## config.mk

```make
export PLATFORM = sky130hd
export DESIGN_NAME = srl_ctrl_end_flat
export DESIGN_NICKNAME = d
export VERILOG_FILES = /design/src/hw/srl_pkg.sv /design/src/hw/srl_link_if.sv /design/src/hw/srl_ctrl_end.sv /design/src/flat_wrapper.sv
export VERILOG_INCLUDE_DIRS = /design/src /design/src/hw
export SDC_FILE = /design/constraint.sdc
export NUM_CORES = 1
export LEC_CHECK = 0
export BUFFER_PORTS_ARGS = -buffer_cell sky130_fd_sc_hd__buf_2
export CORE_ASPECT_RATIO = 0.9
export CORE_MARGIN = 2
export CORE_UTILIZATION = 50
export CTS_CLUSTER_SIZE = 25
export DETAILED_ROUTE_END_ITERATION = 16
export PLACE_DENSITY = 0.79
export SYNTH_ARGS = -nofsm -noshare
export SYNTH_HDL_FRONTEND = slang
export SYNTH_SLANG_ARGS = --single-unit
```

## constraint.sdc

```tcl
create_clock -name aclk -period 3.8 [get_ports aclk]
set_clock_uncertainty 0.05 [all_clocks]
set_input_delay 0.38 -clock aclk [delete_from_list [all_inputs] [get_ports aclk]]
set_output_delay 0.38 -clock aclk [all_outputs]
set_load 0.02 [all_outputs]
```

## src/hw/srl_defines.svh

```systemverilog
/*
 * offsets, field positions, reset values and counts of the stroke limit pair.
 * assumes: included by bare name.
 */
`ifndef SRL_DEFINES_SVH
`define SRL_DEFINES_SVH
`define SRL_OFS_CTRL 8'h00
`define SRL_OFS_CMD 8'h04
`define SRL_OFS_LIMIT 8'h08
`define SRL_OFS_STATUS 8'h0c
`define SRL_OFS_ACTPOS 8'h10
`define SRL_CTRL_MODE_LSB 0
`define SRL_CTRL_HOME_REQ 4
`define SRL_CTRL_ALM_RST 5
`define SRL_CTRL_FOLLOW 6
`define SRL_LIM_UPPER 0
`define SRL_LIM_LOWER 1
`define SRL_LIM_HOME 2
`define SRL_RESP_OKAY 2'h0
`define SRL_RESP_SLVERR 2'h2
`define SRL_OVERRUN_PULSES 32'sh0000001e
`define SRL_ABS_SEL_RST 1'h0
`endif

```

## src/hw/srl_pkg.sv

```systemverilog
/*
 * types shared by both ends of the stroke limit link.
 * assumes: nothing.
 */
package srl_pkg;
    typedef logic [31:0] srl_pos_t;
    typedef enum logic [2:0] {
        SRL_CSP = 3'b000,
        SRL_CSV = 3'b001,
        SRL_CSPR = 3'b010,
        SRL_PP = 3'b011,
        SRL_PT = 3'b100,
        SRL_JOG = 3'b101
    } srl_mode_e;
    typedef enum logic [1:0] {
        SRL_RUN = 2'b00,
        SRL_STOP = 2'b01,
        SRL_ALARM = 2'b10
    } srl_state_e;
endpackage

```

## src/hw/srl_link_if.sv

```systemverilog
/*
 * link between motion controller and drive.
 * assumes: both ends on aclk.
 */
`timescale 1ns/1ns
interface srl_link_if (input logic aclk);
    logic csp_mode;
    srl_pkg::srl_pos_t cmd_pos;
    logic cmd_valid;
    logic ctrl_upper_limit_in;
    logic ctrl_lower_limit_in;
    logic ctrl_home_in;
    logic home_req;
    logic alarm_reset;
    logic upper_travel_limit;
    logic lower_travel_limit;
    logic home_prox;
    logic travel_end;
    logic command_error_alarm;
    logic abs_pos_lost_flag;
    logic homed;
    logic follow_pending;
    srl_pkg::srl_pos_t act_pos;
    modport dev (
        input csp_mode, cmd_pos, cmd_valid, ctrl_upper_limit_in, ctrl_lower_limit_in,
        input ctrl_home_in, home_req, alarm_reset,
        output upper_travel_limit, lower_travel_limit, home_prox, travel_end,
        output command_error_alarm, abs_pos_lost_flag, homed, follow_pending, act_pos
    );
    modport ctrl (
        output csp_mode, cmd_pos, cmd_valid, ctrl_upper_limit_in, ctrl_lower_limit_in,
        output ctrl_home_in, home_req, alarm_reset,
        input upper_travel_limit, lower_travel_limit, home_prox, travel_end,
        input command_error_alarm, abs_pos_lost_flag, homed, follow_pending, act_pos
    );
endinterface

```

## src/hw/srl_ctrl_end.sv

```systemverilog
/*
 * controller end: AXI4-Lite registers steer commands and limit values.
 * assumes: one aclk shared with the drive end.
 */
`timescale 1ns/1ns
`include "srl_defines.svh"
module srl_ctrl_end (
    input wire logic aclk,
    input wire logic aresetn,
    srl_link_if.ctrl link,
    input wire logic [7:0] s_axi_awaddr,
    input wire logic s_axi_awvalid,
    output logic s_axi_awready,
    input wire logic [31:0] s_axi_wdata,
    input wire logic [3:0] s_axi_wstrb,
    input wire logic s_axi_wvalid,
    output logic s_axi_wready,
    output logic [1:0] s_axi_bresp,
    output logic s_axi_bvalid,
    input wire logic s_axi_bready,
    input wire logic [7:0] s_axi_araddr,
    input wire logic s_axi_arvalid,
    output logic s_axi_arready,
    output logic [31:0] s_axi_rdata,
    output logic [1:0] s_axi_rresp,
    output logic s_axi_rvalid,
    input wire logic s_axi_rready
);
    import srl_pkg::*;

    ////////////////////////////////////////////////////////////////////////
    // write channel capture
    logic aw_have_q;
    logic w_have_q;
    logic [7:0] awaddr_q;
    logic [31:0] wdata_q;
    logic do_write;
    assign s_axi_awready = !aw_have_q && !s_axi_bvalid;
    assign s_axi_wready = !w_have_q && !s_axi_bvalid;
    assign do_write = aw_have_q && w_have_q && !s_axi_bvalid;

    always_ff @(posedge aclk) begin
        if (!aresetn) begin
            aw_have_q <= 1'b0;
            w_have_q <= 1'b0;
            awaddr_q <= '0;
            wdata_q <= '0;
        end else begin
            if (s_axi_awvalid && s_axi_awready) begin
                aw_have_q <= 1'b1;
                awaddr_q <= s_axi_awaddr;
            end else if (do_write) begin
                aw_have_q <= 1'b0;
            end
            if (s_axi_wvalid && s_axi_wready) begin
                w_have_q <= 1'b1;
                wdata_q <= s_axi_wdata;
            end else if (do_write) begin
                w_have_q <= 1'b0;
            end
        end
    end

    ////////////////////////////////////////////////////////////////////////
    // register writes
    srl_mode_e mode_q;
    srl_mode_e wmode;
    logic limit_active;
    logic toward;
    logic signed [31:0] delta;
    assign wmode = srl_mode_e'(wdata_q[`SRL_CTRL_MODE_LSB +: 3]);
    assign limit_active = !link.upper_travel_limit || !link.lower_travel_limit;
    // csv judges the sign, every other mode the step from actual
    assign delta = (mode_q == SRL_CSV) ? $signed(wdata_q) :
        $signed(wdata_q - link.act_pos);
    assign toward = (!link.upper_travel_limit && delta > 0) ||
        (!link.lower_travel_limit && delta < 0); // RULE14 RULE15 RULE16
    logic cmd_refused;
    assign cmd_refused = awaddr_q == `SRL_OFS_CMD &&
        ((link.travel_end && link.follow_pending) || toward); // RULE7 RULE12

    always_ff @(posedge aclk) begin
        if (!aresetn) begin
            mode_q <= SRL_CSP;
            link.cmd_pos <= '0;
            link.cmd_valid <= 1'b0;
            link.ctrl_upper_limit_in <= 1'b1;
            link.ctrl_lower_limit_in <= 1'b1;
            link.ctrl_home_in <= 1'b0;
            link.home_req <= 1'b0;
            link.alarm_reset <= 1'b0;
        end else begin
            link.cmd_valid <= 1'b0;
            link.home_req <= 1'b0;
            link.alarm_reset <= 1'b0;
            if (do_write && awaddr_q == `SRL_OFS_CTRL) begin
                if (wmode == SRL_CSPR && limit_active) begin
                    mode_q <= SRL_CSP; // RULE13
                end else begin
                    mode_q <= wmode;
                end
                link.home_req <= wdata_q[`SRL_CTRL_HOME_REQ];
                link.alarm_reset <= wdata_q[`SRL_CTRL_ALM_RST];
                if (wdata_q[`SRL_CTRL_FOLLOW]) begin
                    link.cmd_pos <= link.act_pos; // RULE11
                    link.cmd_valid <= 1'b1;
                end
            end
            if (do_write && !cmd_refused && awaddr_q == `SRL_OFS_CMD) begin
                link.cmd_pos <= wdata_q;
                link.cmd_valid <= 1'b1;
            end
            if (do_write && awaddr_q == `SRL_OFS_LIMIT) begin
                link.ctrl_upper_limit_in <= wdata_q[`SRL_LIM_UPPER]; // RULE3
                link.ctrl_lower_limit_in <= wdata_q[`SRL_LIM_LOWER]; // RULE3
                link.ctrl_home_in <= wdata_q[`SRL_LIM_HOME];
            end
        end
    end
    assign link.csp_mode = (mode_q == SRL_CSP);

    ////////////////////////////////////////////////////////////////////////
    // write response
    logic wr_mapped;
    assign wr_mapped = awaddr_q == `SRL_OFS_CTRL || awaddr_q == `SRL_OFS_LIMIT ||
        (awaddr_q == `SRL_OFS_CMD && !cmd_refused);
    always_ff @(posedge aclk) begin
        if (!aresetn) begin
            s_axi_bvalid <= 1'b0;
            s_axi_bresp <= `SRL_RESP_OKAY;
        end else if (do_write) begin
            s_axi_bvalid <= 1'b1;
            s_axi_bresp <= wr_mapped ? `SRL_RESP_OKAY : `SRL_RESP_SLVERR;
        end else if (s_axi_bready) begin
            s_axi_bvalid <= 1'b0;
        end
    end

    ////////////////////////////////////////////////////////////////////////
    // read channel
    logic [31:0] rd_mux;
    logic rd_ok;
    assign s_axi_arready = !s_axi_rvalid;
    always_comb begin
        rd_ok = 1'b1;
        rd_mux = '0;
        case (s_axi_araddr)
            `SRL_OFS_CTRL: rd_mux = {29'h0, mode_q};
            `SRL_OFS_CMD: rd_mux = link.cmd_pos;
            `SRL_OFS_LIMIT: rd_mux = {29'h0, link.ctrl_home_in,
                link.ctrl_lower_limit_in, link.ctrl_upper_limit_in};
            `SRL_OFS_STATUS: rd_mux = {24'h0, link.follow_pending, link.abs_pos_lost_flag,
                link.homed, link.command_error_alarm, link.travel_end, link.home_prox,
                link.lower_travel_limit, link.upper_travel_limit};
            `SRL_OFS_ACTPOS: rd_mux = link.act_pos;
            default: rd_ok = 1'b0;
        endcase
    end

    always_ff @(posedge aclk) begin
        if (!aresetn) begin
            s_axi_rvalid <= 1'b0;
            s_axi_rdata <= '0;
            s_axi_rresp <= `SRL_RESP_OKAY;
        end else if (s_axi_arvalid && s_axi_arready) begin
            s_axi_rvalid <= 1'b1;
            s_axi_rdata <= rd_mux;
            s_axi_rresp <= rd_ok ? `SRL_RESP_OKAY : `SRL_RESP_SLVERR;
        end else if (s_axi_rready) begin
            s_axi_rvalid <= 1'b0;
        end
    end
endmodule // srl_ctrl_end

```

## src/flat_wrapper.sv

```systemverilog
// flat-port wrapper written by rule: the top's interface ports become plain ports
module srl_ctrl_end_flat import srl_pkg::*;
  (aclk, aresetn, s_axi_awaddr, s_axi_awvalid, s_axi_awready, s_axi_wdata, s_axi_wstrb, s_axi_wvalid, s_axi_wready, s_axi_bresp, s_axi_bvalid, s_axi_bready, s_axi_araddr, s_axi_arvalid, s_axi_arready, s_axi_rdata, s_axi_rresp, s_axi_rvalid, s_axi_rready, link_csp_mode, link_cmd_pos, link_cmd_valid, link_ctrl_upper_limit_in, link_ctrl_lower_limit_in, link_ctrl_home_in, link_home_req, link_alarm_reset, link_upper_travel_limit, link_lower_travel_limit, link_home_prox, link_travel_end, link_command_error_alarm, link_abs_pos_lost_flag, link_homed, link_follow_pending, link_act_pos);
  srl_link_if link_i (.aclk(aclk));
  input wire logic aclk;
  input wire logic aresetn;
  input wire logic [7:0] s_axi_awaddr;
  input wire logic s_axi_awvalid;
  output logic s_axi_awready;
  input wire logic [31:0] s_axi_wdata;
  input wire logic [3:0] s_axi_wstrb;
  input wire logic s_axi_wvalid;
  output logic s_axi_wready;
  output logic [1:0] s_axi_bresp;
  output logic s_axi_bvalid;
  input wire logic s_axi_bready;
  input wire logic [7:0] s_axi_araddr;
  input wire logic s_axi_arvalid;
  output logic s_axi_arready;
  output logic [31:0] s_axi_rdata;
  output logic [1:0] s_axi_rresp;
  output logic s_axi_rvalid;
  input wire logic s_axi_rready;
  output wire logic [$bits(link_i.csp_mode)-1:0] link_csp_mode;
  output wire logic [$bits(link_i.cmd_pos)-1:0] link_cmd_pos;
  output wire logic [$bits(link_i.cmd_valid)-1:0] link_cmd_valid;
  output wire logic [$bits(link_i.ctrl_upper_limit_in)-1:0] link_ctrl_upper_limit_in;
  output wire logic [$bits(link_i.ctrl_lower_limit_in)-1:0] link_ctrl_lower_limit_in;
  output wire logic [$bits(link_i.ctrl_home_in)-1:0] link_ctrl_home_in;
  output wire logic [$bits(link_i.home_req)-1:0] link_home_req;
  output wire logic [$bits(link_i.alarm_reset)-1:0] link_alarm_reset;
  input wire logic [$bits(link_i.upper_travel_limit)-1:0] link_upper_travel_limit;
  input wire logic [$bits(link_i.lower_travel_limit)-1:0] link_lower_travel_limit;
  input wire logic [$bits(link_i.home_prox)-1:0] link_home_prox;
  input wire logic [$bits(link_i.travel_end)-1:0] link_travel_end;
  input wire logic [$bits(link_i.command_error_alarm)-1:0] link_command_error_alarm;
  input wire logic [$bits(link_i.abs_pos_lost_flag)-1:0] link_abs_pos_lost_flag;
  input wire logic [$bits(link_i.homed)-1:0] link_homed;
  input wire logic [$bits(link_i.follow_pending)-1:0] link_follow_pending;
  input wire logic [$bits(link_i.act_pos)-1:0] link_act_pos;
  assign link_csp_mode = link_i.csp_mode;
  assign link_cmd_pos = link_i.cmd_pos;
  assign link_cmd_valid = link_i.cmd_valid;
  assign link_ctrl_upper_limit_in = link_i.ctrl_upper_limit_in;
  assign link_ctrl_lower_limit_in = link_i.ctrl_lower_limit_in;
  assign link_ctrl_home_in = link_i.ctrl_home_in;
  assign link_home_req = link_i.home_req;
  assign link_alarm_reset = link_i.alarm_reset;
  assign link_i.upper_travel_limit = link_upper_travel_limit;
  assign link_i.lower_travel_limit = link_lower_travel_limit;
  assign link_i.home_prox = link_home_prox;
  assign link_i.travel_end = link_travel_end;
  assign link_i.command_error_alarm = link_command_error_alarm;
  assign link_i.abs_pos_lost_flag = link_abs_pos_lost_flag;
  assign link_i.homed = link_homed;
  assign link_i.follow_pending = link_follow_pending;
  assign link_i.act_pos = link_act_pos;
  srl_ctrl_end u_core (.aclk(aclk), .aresetn(aresetn), .link(link_i), .s_axi_awaddr(s_axi_awaddr), .s_axi_awvalid(s_axi_awvalid), .s_axi_awready(s_axi_awready), .s_axi_wdata(s_axi_wdata), .s_axi_wstrb(s_axi_wstrb), .s_axi_wvalid(s_axi_wvalid), .s_axi_wready(s_axi_wready), .s_axi_bresp(s_axi_bresp), .s_axi_bvalid(s_axi_bvalid), .s_axi_bready(s_axi_bready), .s_axi_araddr(s_axi_araddr), .s_axi_arvalid(s_axi_arvalid), .s_axi_arready(s_axi_arready), .s_axi_rdata(s_axi_rdata), .s_axi_rresp(s_axi_rresp), .s_axi_rvalid(s_axi_rvalid), .s_axi_rready(s_axi_rready));
endmodule
```

# Word-level counts from Yosys, hierarchy flattened
# Index checks and enable logic that the tools add are counted.
[totals]
reg_bits = 121
in_bits = 99
output_inout_bits = 80
elab_cells = 88
[op_classes]
addsub = 1
n_lt_le_gt_ge = 2
eq_ne = 8
mux = 19
reduce_logical = 41
[ops]
columns = ["cell", "count"]
rows = [
  ["32-bit case mux with 5 select lines", 1],
  ["32-bit two-way mux", 4],
  ["32-bit by 1-bit greater-than comparator with 1-bit output, second input constant", 1],
  ["32-bit by 1-bit less-than comparator with 1-bit output, second input constant", 1],
  ["32-bit subtractor", 1],
  ["8-bit by 4-bit == test with 1-bit output, second input constant", 3],
  ["1-bit logical AND", 17],
  ["8-bit by 3-bit == test with 1-bit output, second input constant", 2],
  ["8-bit zero test", 2],
  ["2-bit nonzero test", 6],
  ["1-bit two-way mux", 11],
  ["8-bit by 5-bit == test with 1-bit output, second input constant", 1],
  ["1-bit zero test", 7],
  ["1-bit logical OR", 5],
  ["5-bit OR reduction", 1],
  ["2-bit two-way mux", 2],
  ["2-bit AND reduction", 2],
  ["3-bit by 1-bit == test with 1-bit output, second input constant", 1],
  ["3-bit by 2-bit == test with 1-bit output, second input constant", 1],
  ["3-bit zero test", 1],
  ["3-bit two-way mux", 1],
]

# Longest topological paths before layout
# Gate-level depths: netlist of run 1.
[logic_depth]
ltp_word = 12
ltp_mapped = 15

# Least setup slack after synthesis of run 1
# OpenSTA, ideal clock, no wires.
[synth_timing]
path_kind = "register to register"
startpoint = "reg u_core.wdata_q[0]"
endpoint = "reg u_core.link.cmd_pos[0]"
arrival_time_ns = 3.710
required_ns = 3.678
slack_ns = -0.032
stages_incl_launch_ff = 16
n_path_buf = 1
period_less_slack_ns = 3.832
cell_sequence = "dfxtp_1 > inv_1 > ha_1 > fa_1 > nand2b_1 > a21o_1 > a2111o_1 > nand4b_2 > a31oi_1 > a32o_1 > a2111oi_1 > o2111ai_1 > or3_4 > a21oi_4 > buf_8 > mux2i_1"
[synth_between]
elab_chain_len = 12
[synth_lines]
columns = ["item", "line", "text"]
rows = [
  ["start, declared", "srl_ctrl_end.sv:36", "logic [31:0] wdata_q;"],
  ["start signal, assigned", "srl_ctrl_end.sv:57", "wdata_q <= s_axi_wdata;"],
  ["32-bit subtractor", "srl_ctrl_end.sv:75", "$signed(wdata_q - link.act_pos);"],
  ["32-bit two-way mux", "srl_ctrl_end.sv:74", "assign delta = (mode_q == SRL_CSV) ? $signed(wdata_q) :"],
  ["32-bit by 1-bit greater-than comparator with 1-bit output / 32-bit by 1-bit less-than comparator with 1-bit output (equally long branches)", "srl_ctrl_end.sv:76, srl_ctrl_end.sv:77", ""],
  ["1-bit logical AND (on tied branches)", "srl_ctrl_end.sv:76, srl_ctrl_end.sv:77", ""],
  ["1-bit logical OR", "srl_ctrl_end.sv:76", "assign toward = (!link.upper_travel_limit && delta > 0) ||"],
  ["1-bit logical OR", "srl_ctrl_end.sv:80", "((link.travel_end && link.follow_pending) || toward);"],
  ["1-bit logical AND", "srl_ctrl_end.sv:79", "assign cmd_refused = awaddr_q == `SRL_OFS_CMD &&"],
  ["1-bit zero test", "srl_ctrl_end.sv:109", "if (do_write && !cmd_refused && awaddr_q == `SRL_OFS_CMD) begin"],
  ["1-bit logical AND", "srl_ctrl_end.sv:109", ""],
  ["1-bit logical AND (no line)", "--", ""],
  ["2-bit nonzero test (no line)", "--", ""],
  ["2-bit AND reduction (no line)", "--", ""],
  ["end signal, assigned", "srl_ctrl_end.sv:105", "link.cmd_pos <= link.act_pos;"],
  ["end signal, assigned", "srl_ctrl_end.sv:110", "link.cmd_pos <= wdata_q;"],
  ["end, declared", "srl_link_if.sv:31", "output csp_mode, cmd_pos, cmd_valid, ctrl_upper_limit_in, ctrl_lower_limit_in,"],
]
# Parallel ways exist; a longest one is shown, timed or not.
# A chain may end at the register's enable or synchronous reset.

# Worst setup path in the final report of run 1
[layout_timing]
startpoint = "reg u_core.wdata_q[0]"
endpoint = "reg u_core.link.cmd_pos[11]"
[layout_between]
elab_chain_len = 12
[layout_lines]
columns = ["item", "line"]
rows = [
  ["32-bit subtractor", "srl_ctrl_end.sv:75"],
  ["32-bit two-way mux (*)", "srl_ctrl_end.sv:74"],
  ["32-bit by 1-bit greater-than comparator with 1-bit output / 32-bit by 1-bit less-than comparator with 1-bit output (equally long branches)", "srl_ctrl_end.sv:76, srl_ctrl_end.sv:77"],
  ["1-bit logical AND (on tied branches)", "srl_ctrl_end.sv:76, srl_ctrl_end.sv:77"],
  ["1-bit logical OR (*)", "srl_ctrl_end.sv:76"],
  ["1-bit logical OR (*)", "srl_ctrl_end.sv:80"],
  ["1-bit logical AND (*)", "srl_ctrl_end.sv:79"],
  ["1-bit zero test (*)", "srl_ctrl_end.sv:109"],
  ["1-bit logical AND (*)", "srl_ctrl_end.sv:109"],
  ["1-bit logical AND (no line) (*)", "--"],
  ["2-bit nonzero test (no line)", "--"],
  ["2-bit AND reduction (no line)", "--"],
]
# Mark *: on every way between the ends. The rest lies on a longest branch, timed or not.

==> results of run 1 <==
[metal layers]
layer	global-route usage, %	vias to the layer above	routed length [um]
li1	-	4172	-
met1	43.4	4041	11600
met2	48.7	436	11600
met3	5.87	45	2200
met4	9.11	0	449
met5	0	-	0
[cell usage after synthesis, drive strengths merged (3+ instances only)]
| library cell | number | share of area (%) |
|---|---|---|
| nand2 | 231 | 11 |
| dfxtp | 119 | 31 |
| a21oi | 71 | 4.8 |
| o21ai | 69 | 4.5 |
| nor2 | 60 | 2.9 |
| clkbuf | 50 | 2.4 |
| a21boi | 46 | 4.5 |
| inv | 40 | 1.9 |
| mux2i | 35 | 4.5 |
| nor2b | 32 | 2.6 |
| ha | 31 | 5.0 |
| a22oi | 29 | 2.8 |
| a21o | 20 | 2.0 |
| nor3 | 17 | 1.1 |
| and3 | 16 | 1.3 |
| nand3 | 13 | 0.84 |
| o21a | 13 | 1.3 |
| buf | 12 | 1.4 |
| xnor2 | 12 | 1.4 |
| and2 | 10 | 0.84 |
| nand4 | 9 | 0.73 |
| nor4 | 9 | 0.73 |
| o211ai | 9 | 0.94 |
| a211oi | 8 | 0.84 |
| nand2b | 6 | 0.48 |
| or3 | 6 | 0.55 |
| a222oi | 5 | 0.65 |
| a31oi | 5 | 0.40 |
| mux2 | 5 | 0.73 |
| o31ai | 5 | 0.48 |
| a211o | 4 | 0.45 |
| a2111oi | 3 | 0.36 |
| and4 | 3 | 0.34 |
| o2111ai | 3 | 0.34 |
| xor2 | 3 | 0.34 |
[metrics by stage]
step | utilization [%] | instance area, um2 | hold WS [ns] | total power (uW)
global placement | 61.8 | 9450 | 0.406 | 2090
CTS | 66.9 | 10200 | 0.140 | 3810
finish | 67.0 | 10200 | 0.151 | 3820
detailed placement | 61.8 | 9450 | 0.413 | 2100
floorplan | - | 7760 | 0.393 | 1790
global route | 66.9 | 10200 | 0.155 | 3960
[sequential cells by signal, summed over array words and instances, names as in the netlist]
name / flops
u_core.s_axi_rresp: 1
u_core.w_have_q: 1
u_core.s_axi_rdata: 32
u_core.aw_have_q: 1
u_core.mode_q: 3
u_core.link.ctrl_upper_limit_in: 1
u_core.link.cmd_valid: 1
u_core.link.alarm_reset: 1
u_core.link.ctrl_lower_limit_in: 1
u_core.s_axi_bvalid: 1
u_core.s_axi_bresp: 1
u_core.awaddr_q: 8
u_core.link.ctrl_home_in: 1
u_core.s_axi_rvalid: 1
u_core.link.cmd_pos: 32
u_core.link.home_req: 1
u_core.wdata_q: 32
[cell type report]
class / count / share of cell area [%]
repair buffers: 289 / 17.7
well taps: 202 / 2.47
clock buffers: 22 / 4.73
flip-flops and latches: 119 / 23.3
diodes: 1 / 0.0245
multi-input cells: 819 / 48.9
clock inverters: 10 / 1.39
inverters: 40 / 1.47
[timing repair]
item                                    4_1_cts  5_1_grt
pin swaps                                     0        4
endpoints found under the setup margin       33       34
cloned                                        2        0
buffers inserted                              5        4
gates resized for setup                      11        9
[kinds of logic (layout without fill, tap and decap cells)]
logic type               after synthesis  after routing  share of synthesized area [%]
flip-flops                           119            119                           30.8
adder cells (fa/ha/maj)               32             32                           5.27
XOR/XNOR                              15             15                           1.70
AND/OR/NAND/NOR                      419            419                           24.4
buffers and inverters                102            361                           5.73
AO/OA/AOI/OAI                        311            311                           26.9
multiplexers                          40             40                           5.25
other                                  1              3                         0.0484
[how the worst max path moves through the flow]
stage                                    from                              endpoint  slack (ns)  depth (start not counted)
2_1_floorplan  u_core.wdata_q[0]$_SDFFE_PN0P_   u_core.link.cmd_pos[0]$_SDFFE_PN0P_        0.03                         15
3_3_place_gp                  link_act_pos[0]  u_core.link.cmd_pos[15]$_SDFFE_PN0P_       -0.25                         15
3_5_place_dp                  link_act_pos[0]   u_core.link.cmd_pos[7]$_SDFFE_PN0P_       -0.36                         15
4_1_cts        u_core.wdata_q[0]$_SDFFE_PN0P_  u_core.link.cmd_pos[31]$_SDFFE_PN0P_       -0.12                         18
5_1_grt        u_core.wdata_q[1]$_SDFFE_PN0P_  u_core.link.cmd_pos[27]$_SDFFE_PN0P_       -0.26                         16
6_report       u_core.wdata_q[0]$_SDFFE_PN0P_  u_core.link.cmd_pos[11]$_SDFFE_PN0P_        -0.1                         17
[power breakdown]
part,switching [uW],internal [uW]
Clock,600,1100
Sequential,32.8,1290
Combinational,446,354
[critical path, delay by kind of cell, from the launching register on]
kind,cells,cell delay (ns)
muxes,1,0.20
and+or+nand+nor,2,0.52
adders and majority gates,2,0.50
buffers and inverters,4,0.50
DFF,1,0.33
AOI/OAI and AO/OA,8,1.71
==> reports/results.ini, run 1 <==
[placement]
hpwl_mm=19.0
pre_cts_slack_ns=-0.359
dp.cells=1460
gp_congestion=0.963
io_buffers=172

[cells_and_area]
fill_cells=1284
syn_to_final_growth_pct=32.1
final_cell_mix=nand2_1 (229), buf_2 (171), dfxtp_1 (117)
stdcell_count=1502
regArea_um2=2380
nets=1417
drive_gt1_share_pct=27.6
multiInputGateArea_um2=5000
final_common_cell=nand2_1

[run]
drv_cap=0

[status]
status=finished with violations
violations=setup timing

[critical_path]
end_kind=register
slowest_delay_ns=0.43
r2r-end=u_core.link.cmd_pos[11]$_SDFFE_PN0P_
crit_arrival_ns=4.20
cp_cell_sequence=inv_2 > ha_4 > fa_2 > nand2b_4 > a21o_1 > a2111o_1 > buf_6 > o211ai_1 > o31ai_2 > o31ai_1 > o221a_2 > o2111ai_2 > or3_4 > a21oi_4 > buf_6 > buf_12 > mux2i_1
ff2ff_setup_slack_ns=-0.1
critPathMaxFanout=9
start_kind=register
slowest_stage=a2111o_1
crit_path_frequent_cell=buf_6
r2r_start=u_core.wdata_q[0]$_SDFFE_PN0P_
worstPathRequired_ns=4.10
crit_type=register to register
reg2reg_depth=17

[clock_network]
clkLatencyLatePin_ns=0.43
postCtsHoldBufs=0
path_clk_slew_ns=0.06
numCtsBuffers=17
htreeDepth=4
cts_root_buffer=clkbuf_16
cts_tree=built
cts_buffer_depth=2
cts_sinks=119

[synth]
synth_seq_cells=119
synth-main-ff-cell=dfxtp_1
ys_seq_area_share_pct=30.8
async_reset_ff_share_pct=0
ys_types=74
ys_warn_count=0
syn_area_per_cell_um2=7.46
syn_area_um2=7750
synth_edf_count=0
syn-instance-count=1039

[routing]
wire_per_inst_um=17.2
drtPass1Iterations=6
vias_per_cell=5.79
drtIter0Drc=889
postRouteAntennaNets=0
num_vias=8694
drc=0
totalWireLength_mm=25.9

[sta]
layout_min_cycle_time_ns=3.90
clock.fmax_ghz=0.256
finalSetupViolations=31
tns_ns=-1.92
period_share_pct=103
hold_viol=0
worstMarginPinSlew_ns=1.17
relSlewSlack_pct=22.3
layout_setup_ws_ns=-0.0993
rsz0062_at_grt=true
final_max_slew_viol_count=0

[global_routing]
grt_max_degree=117
overflow=0
grt_pass1_vias=7862
grt_pass1_wl_mm=40.1
grt_util_all_layers_pct=31.0
antenna_found_initial=1

[floorplan]
coreArea_um2=15300
die_area_um2=16500
start_util_pct=50.7
io_pins=179
die_h_um=122
num_rows=43
dieWidth_um=135

[power_and_ir_drop]
irDropWorstVdd_mv=0.324
power_leakage_uw=0.00448
pwr_density_cell_nw_per_um2=373

[min_path]
holdPathEnd=u_core.awaddr_q[0]$_SDFFE_PN0P_
min_from=s_axi_awaddr[0]
whs_path_depth=3
hold_class=input port to register

No activity file was read; power rests on OpenSTA's default activity.
==> run 2: changes to the inputs <==
Settings changed: PLACE_DENSITY 0.79 to 0.76.
Clock period 3.8 ns to 4.5 ns, I/O delays scaled along.
==> run 2 against run 1 <==
The run now ends clean. Critical path type unchanged. Global-route usage shrank 3.7 points. Highest routed layer is now met5. Fmax fell by 8.5%. Clock power down 21%.
==> reports/results.ini, run 2 (synthesized netlist as in run 1, its figures left out) <==
[critical_path]
cp_cell_sequence=inv_1 > ha_1 > fa_1 > nand2b_1 > a21o_1 > a2111o_1 > nand4b_2 > a31oi_1 > a32o_1 > a2111oi_1 > o2111ai_1 > or3_4 > a21oi_4 > buf_12 > mux2i_1
end_kind=register
crit_type=register to register
worstPathRequired_ns=4.79  ; +0.69 ns
start_kind=register
crit_arrival_ns=4.56  ; +0.36 ns
slowest_delay_ns=0.46  ; +0.03 ns
r2r-end=u_core.link.cmd_pos[25]$_SDFFE_PN0P_
slowest_stage=a2111o_1
reg2reg_depth=15  ; -2
critPathMaxFanout=33  ; +24
r2r_start=u_core.wdata_q[0]$_SDFFE_PN0P_
cp-startpoint=u_core.wdata_q[0]$_SDFFE_PN0P_
ff2ff_setup_slack_ns=0.24  ; +0.34 ns
crit_end=u_core.link.cmd_pos[25]$_SDFFE_PN0P_

[cells_and_area]
fill_cells=1416  ; +10%
final_cell_mix=nand2_1 (229), buf_2 (171), dfxtp_1 (119)
stdcell_count=1395  ; -7.1%
drive_gt1_share_pct=19.9  ; -7.6 points
reg_top3=u_core.link.cmd_pos x32, u_core.s_axi_rdata x32, u_core.wdata_q x32
final_area_um2=9260  ; -9.5%
finalCoreUtilization_pct=60.6  ; -6.3 points
n_antenna_cell=0  ; -1
final_common_cell=nand2_1
nets=1311  ; -7.5%
syn_to_final_growth_pct=19.6

[floorplan]
num_rows=43  ; unchanged
io_pins=179  ; unchanged
coreArea_um2=15300  ; unchanged
dieWidth_um=135  ; unchanged
start_util_pct=50.7  ; unchanged
die_h_um=122  ; unchanged
die_area_um2=16500  ; unchanged

[global_routing]
grt_util_all_layers_pct=27.3  ; -3.7 points
antenna_found_initial=1  ; unchanged
grt_max_degree=87  ; -26%
grt_pass1_wl_mm=36.1  ; -10%
overflow=0  ; unchanged
grt_pass1_vias=7354  ; -6.5%

[clock_network]
cts_buffer_depth=2  ; unchanged
ctsResizeCount=0  ; -11
postCtsHoldBufs=0  ; unchanged
post_cts_buffers=0  ; -5
cts_root_buffer=clkbuf_16
cts_sinks=119  ; unchanged
path_clk_slew_ns=0.06  ; about the same
numCtsBuffers=17  ; unchanged
htreeDepth=4  ; unchanged
cts_tree=built
clkLatencyLatePin_ns=0.43  ; about the same

[routing]
totalWireLength_mm=22.7  ; -12%
drtIter0Drc=738  ; -17%
wire_per_inst_um=16.3  ; -5.3%
num_vias=7972  ; -8.3%
drtPass1Iterations=5  ; -1
postRouteAntennaNets=0  ; unchanged
vias_per_cell=5.71  ; -1.3%
drc=0  ; unchanged

[sta]
finalSetupViolations=0  ; -100%
clock.fmax_ghz=0.235  ; -8.5%
rsz0062_at_grt=false
tns_ns=0  ; +1.92 ns
worstMarginPinSlew_ns=1.07  ; -0.0983 ns
period_share_pct=94.7  ; -7.9 points
layout_min_cycle_time_ns=4.26  ; +0.363 ns
final_max_slew_viol_count=0  ; unchanged
hold_viol=0  ; unchanged
relSlewSlack_pct=28.6  ; +6.3 points

[placement]
io_buffers=172  ; unchanged
place_area_um2=8680  ; -8.1%
dp.cells=1363  ; -6.6%
hpwl_mm=16.4  ; -14%
gp_congestion=0.968  ; +0.57%

[power_and_ir_drop]
irDropWorstVdd_mv=0.283  ; -12%
pwr_density_cell_nw_per_um2=325  ; -13%
p_total_uw=3010  ; -21%
power_leakage_uw=0.00392  ; -13%

[min_path]
hold_class=input port to register

[status]
status=completed

[run]
drv_cap=0  ; unchanged

## run 2: cell types whose count changed in the layout (fill, tap and decap cells not counted), sizes merged
cell	previous run	this run
clkinv	2	8
diode	1	0
inv	41	42
clkbuf	22	18
bufinv	3	2
clkinvlp	4	2
buf	289	183
## run 2: through the flow
step	setup WS (ns)	hold slack (ns)
4_1_cts	0.275	0.211
3_5_place_dp	0.103	0.411
2_1_floorplan	0.651	0.393
6_report	0.238	0.220
3_3_place_gp	0.208	0.404
5_1_grt	0.0535	0.216
## run 2: area by class of cell
cell class                 count  area [um2]  area share (%)
tap                          202         253            2.73
clock buffer                  18         429            4.63
multi-input combinational    819        4940            53.3
timing repair buffer         183         958            10.3
sequential                   119        2380            25.7
clock inverter                14         151            1.63
inverter                      40         150            1.62
## run 2: report_power, final
| part | internal [uW] | leakage, uW | switching [uW] |
|---|---|---|---|
| Sequential | 1090 | 0.000966 | 33.0 |
| Combinational | 211 | 0.00267 | 328 |
| Clock | 817 | 0.000281 | 531 |
| Total | 2110 | 0.00392 | 892 |
## run 2: critical path: cells and delay by family, from the launching register on
kind                     cells  cell delay (ns)
AO/OA/AOI/OAI                7             1.84
adder cells (fa/ha/maj)      2             0.61
buffers and inverters        2             0.35
flip-flops                   1             0.34
multiplexers                 1             0.24
AND/OR/NAND/NOR              3             0.74
## run 2: worst min path at each step
stage | to | start | slack [ns] | cells after the start
finish | u_core.awaddr_q[3]$_SDFFE_PN0P_ | s_axi_awaddr[3] | 0.22 | 3
global route | u_core.s_axi_rvalid$_SDFFE_PN0P_ | s_axi_arvalid | 0.22 | 2
CTS | u_core.awaddr_q[3]$_SDFFE_PN0P_ | s_axi_awaddr[3] | 0.21 | 3
detailed placement | u_core.awaddr_q[6]$_SDFFE_PN0P_ | u_core.awaddr_q[6]$_SDFFE_PN0P_ | 0.41 | 2
global placement | u_core.awaddr_q[7]$_SDFFE_PN0P_ | u_core.awaddr_q[7]$_SDFFE_PN0P_ | 0.40 | 2
floorplan | u_core.awaddr_q[4]$_SDFFE_PN0P_ | u_core.awaddr_q[4]$_SDFFE_PN0P_ | 0.39 | 2
## run 2: layer usage
| layer | vias to the layer above | track usage, % | wire [um] |
|---|---|---|---|
| met4 | 2 | 9.70 | 483 |
| met2 | 287 | 43.5 | 10300 |
| met3 | 43 | 5.99 | 1620 |
| li1 | 3954 | - | - |
| met5 | - | 0 | 11 |
| met1 | 3686 | 36.5 | 10400 |
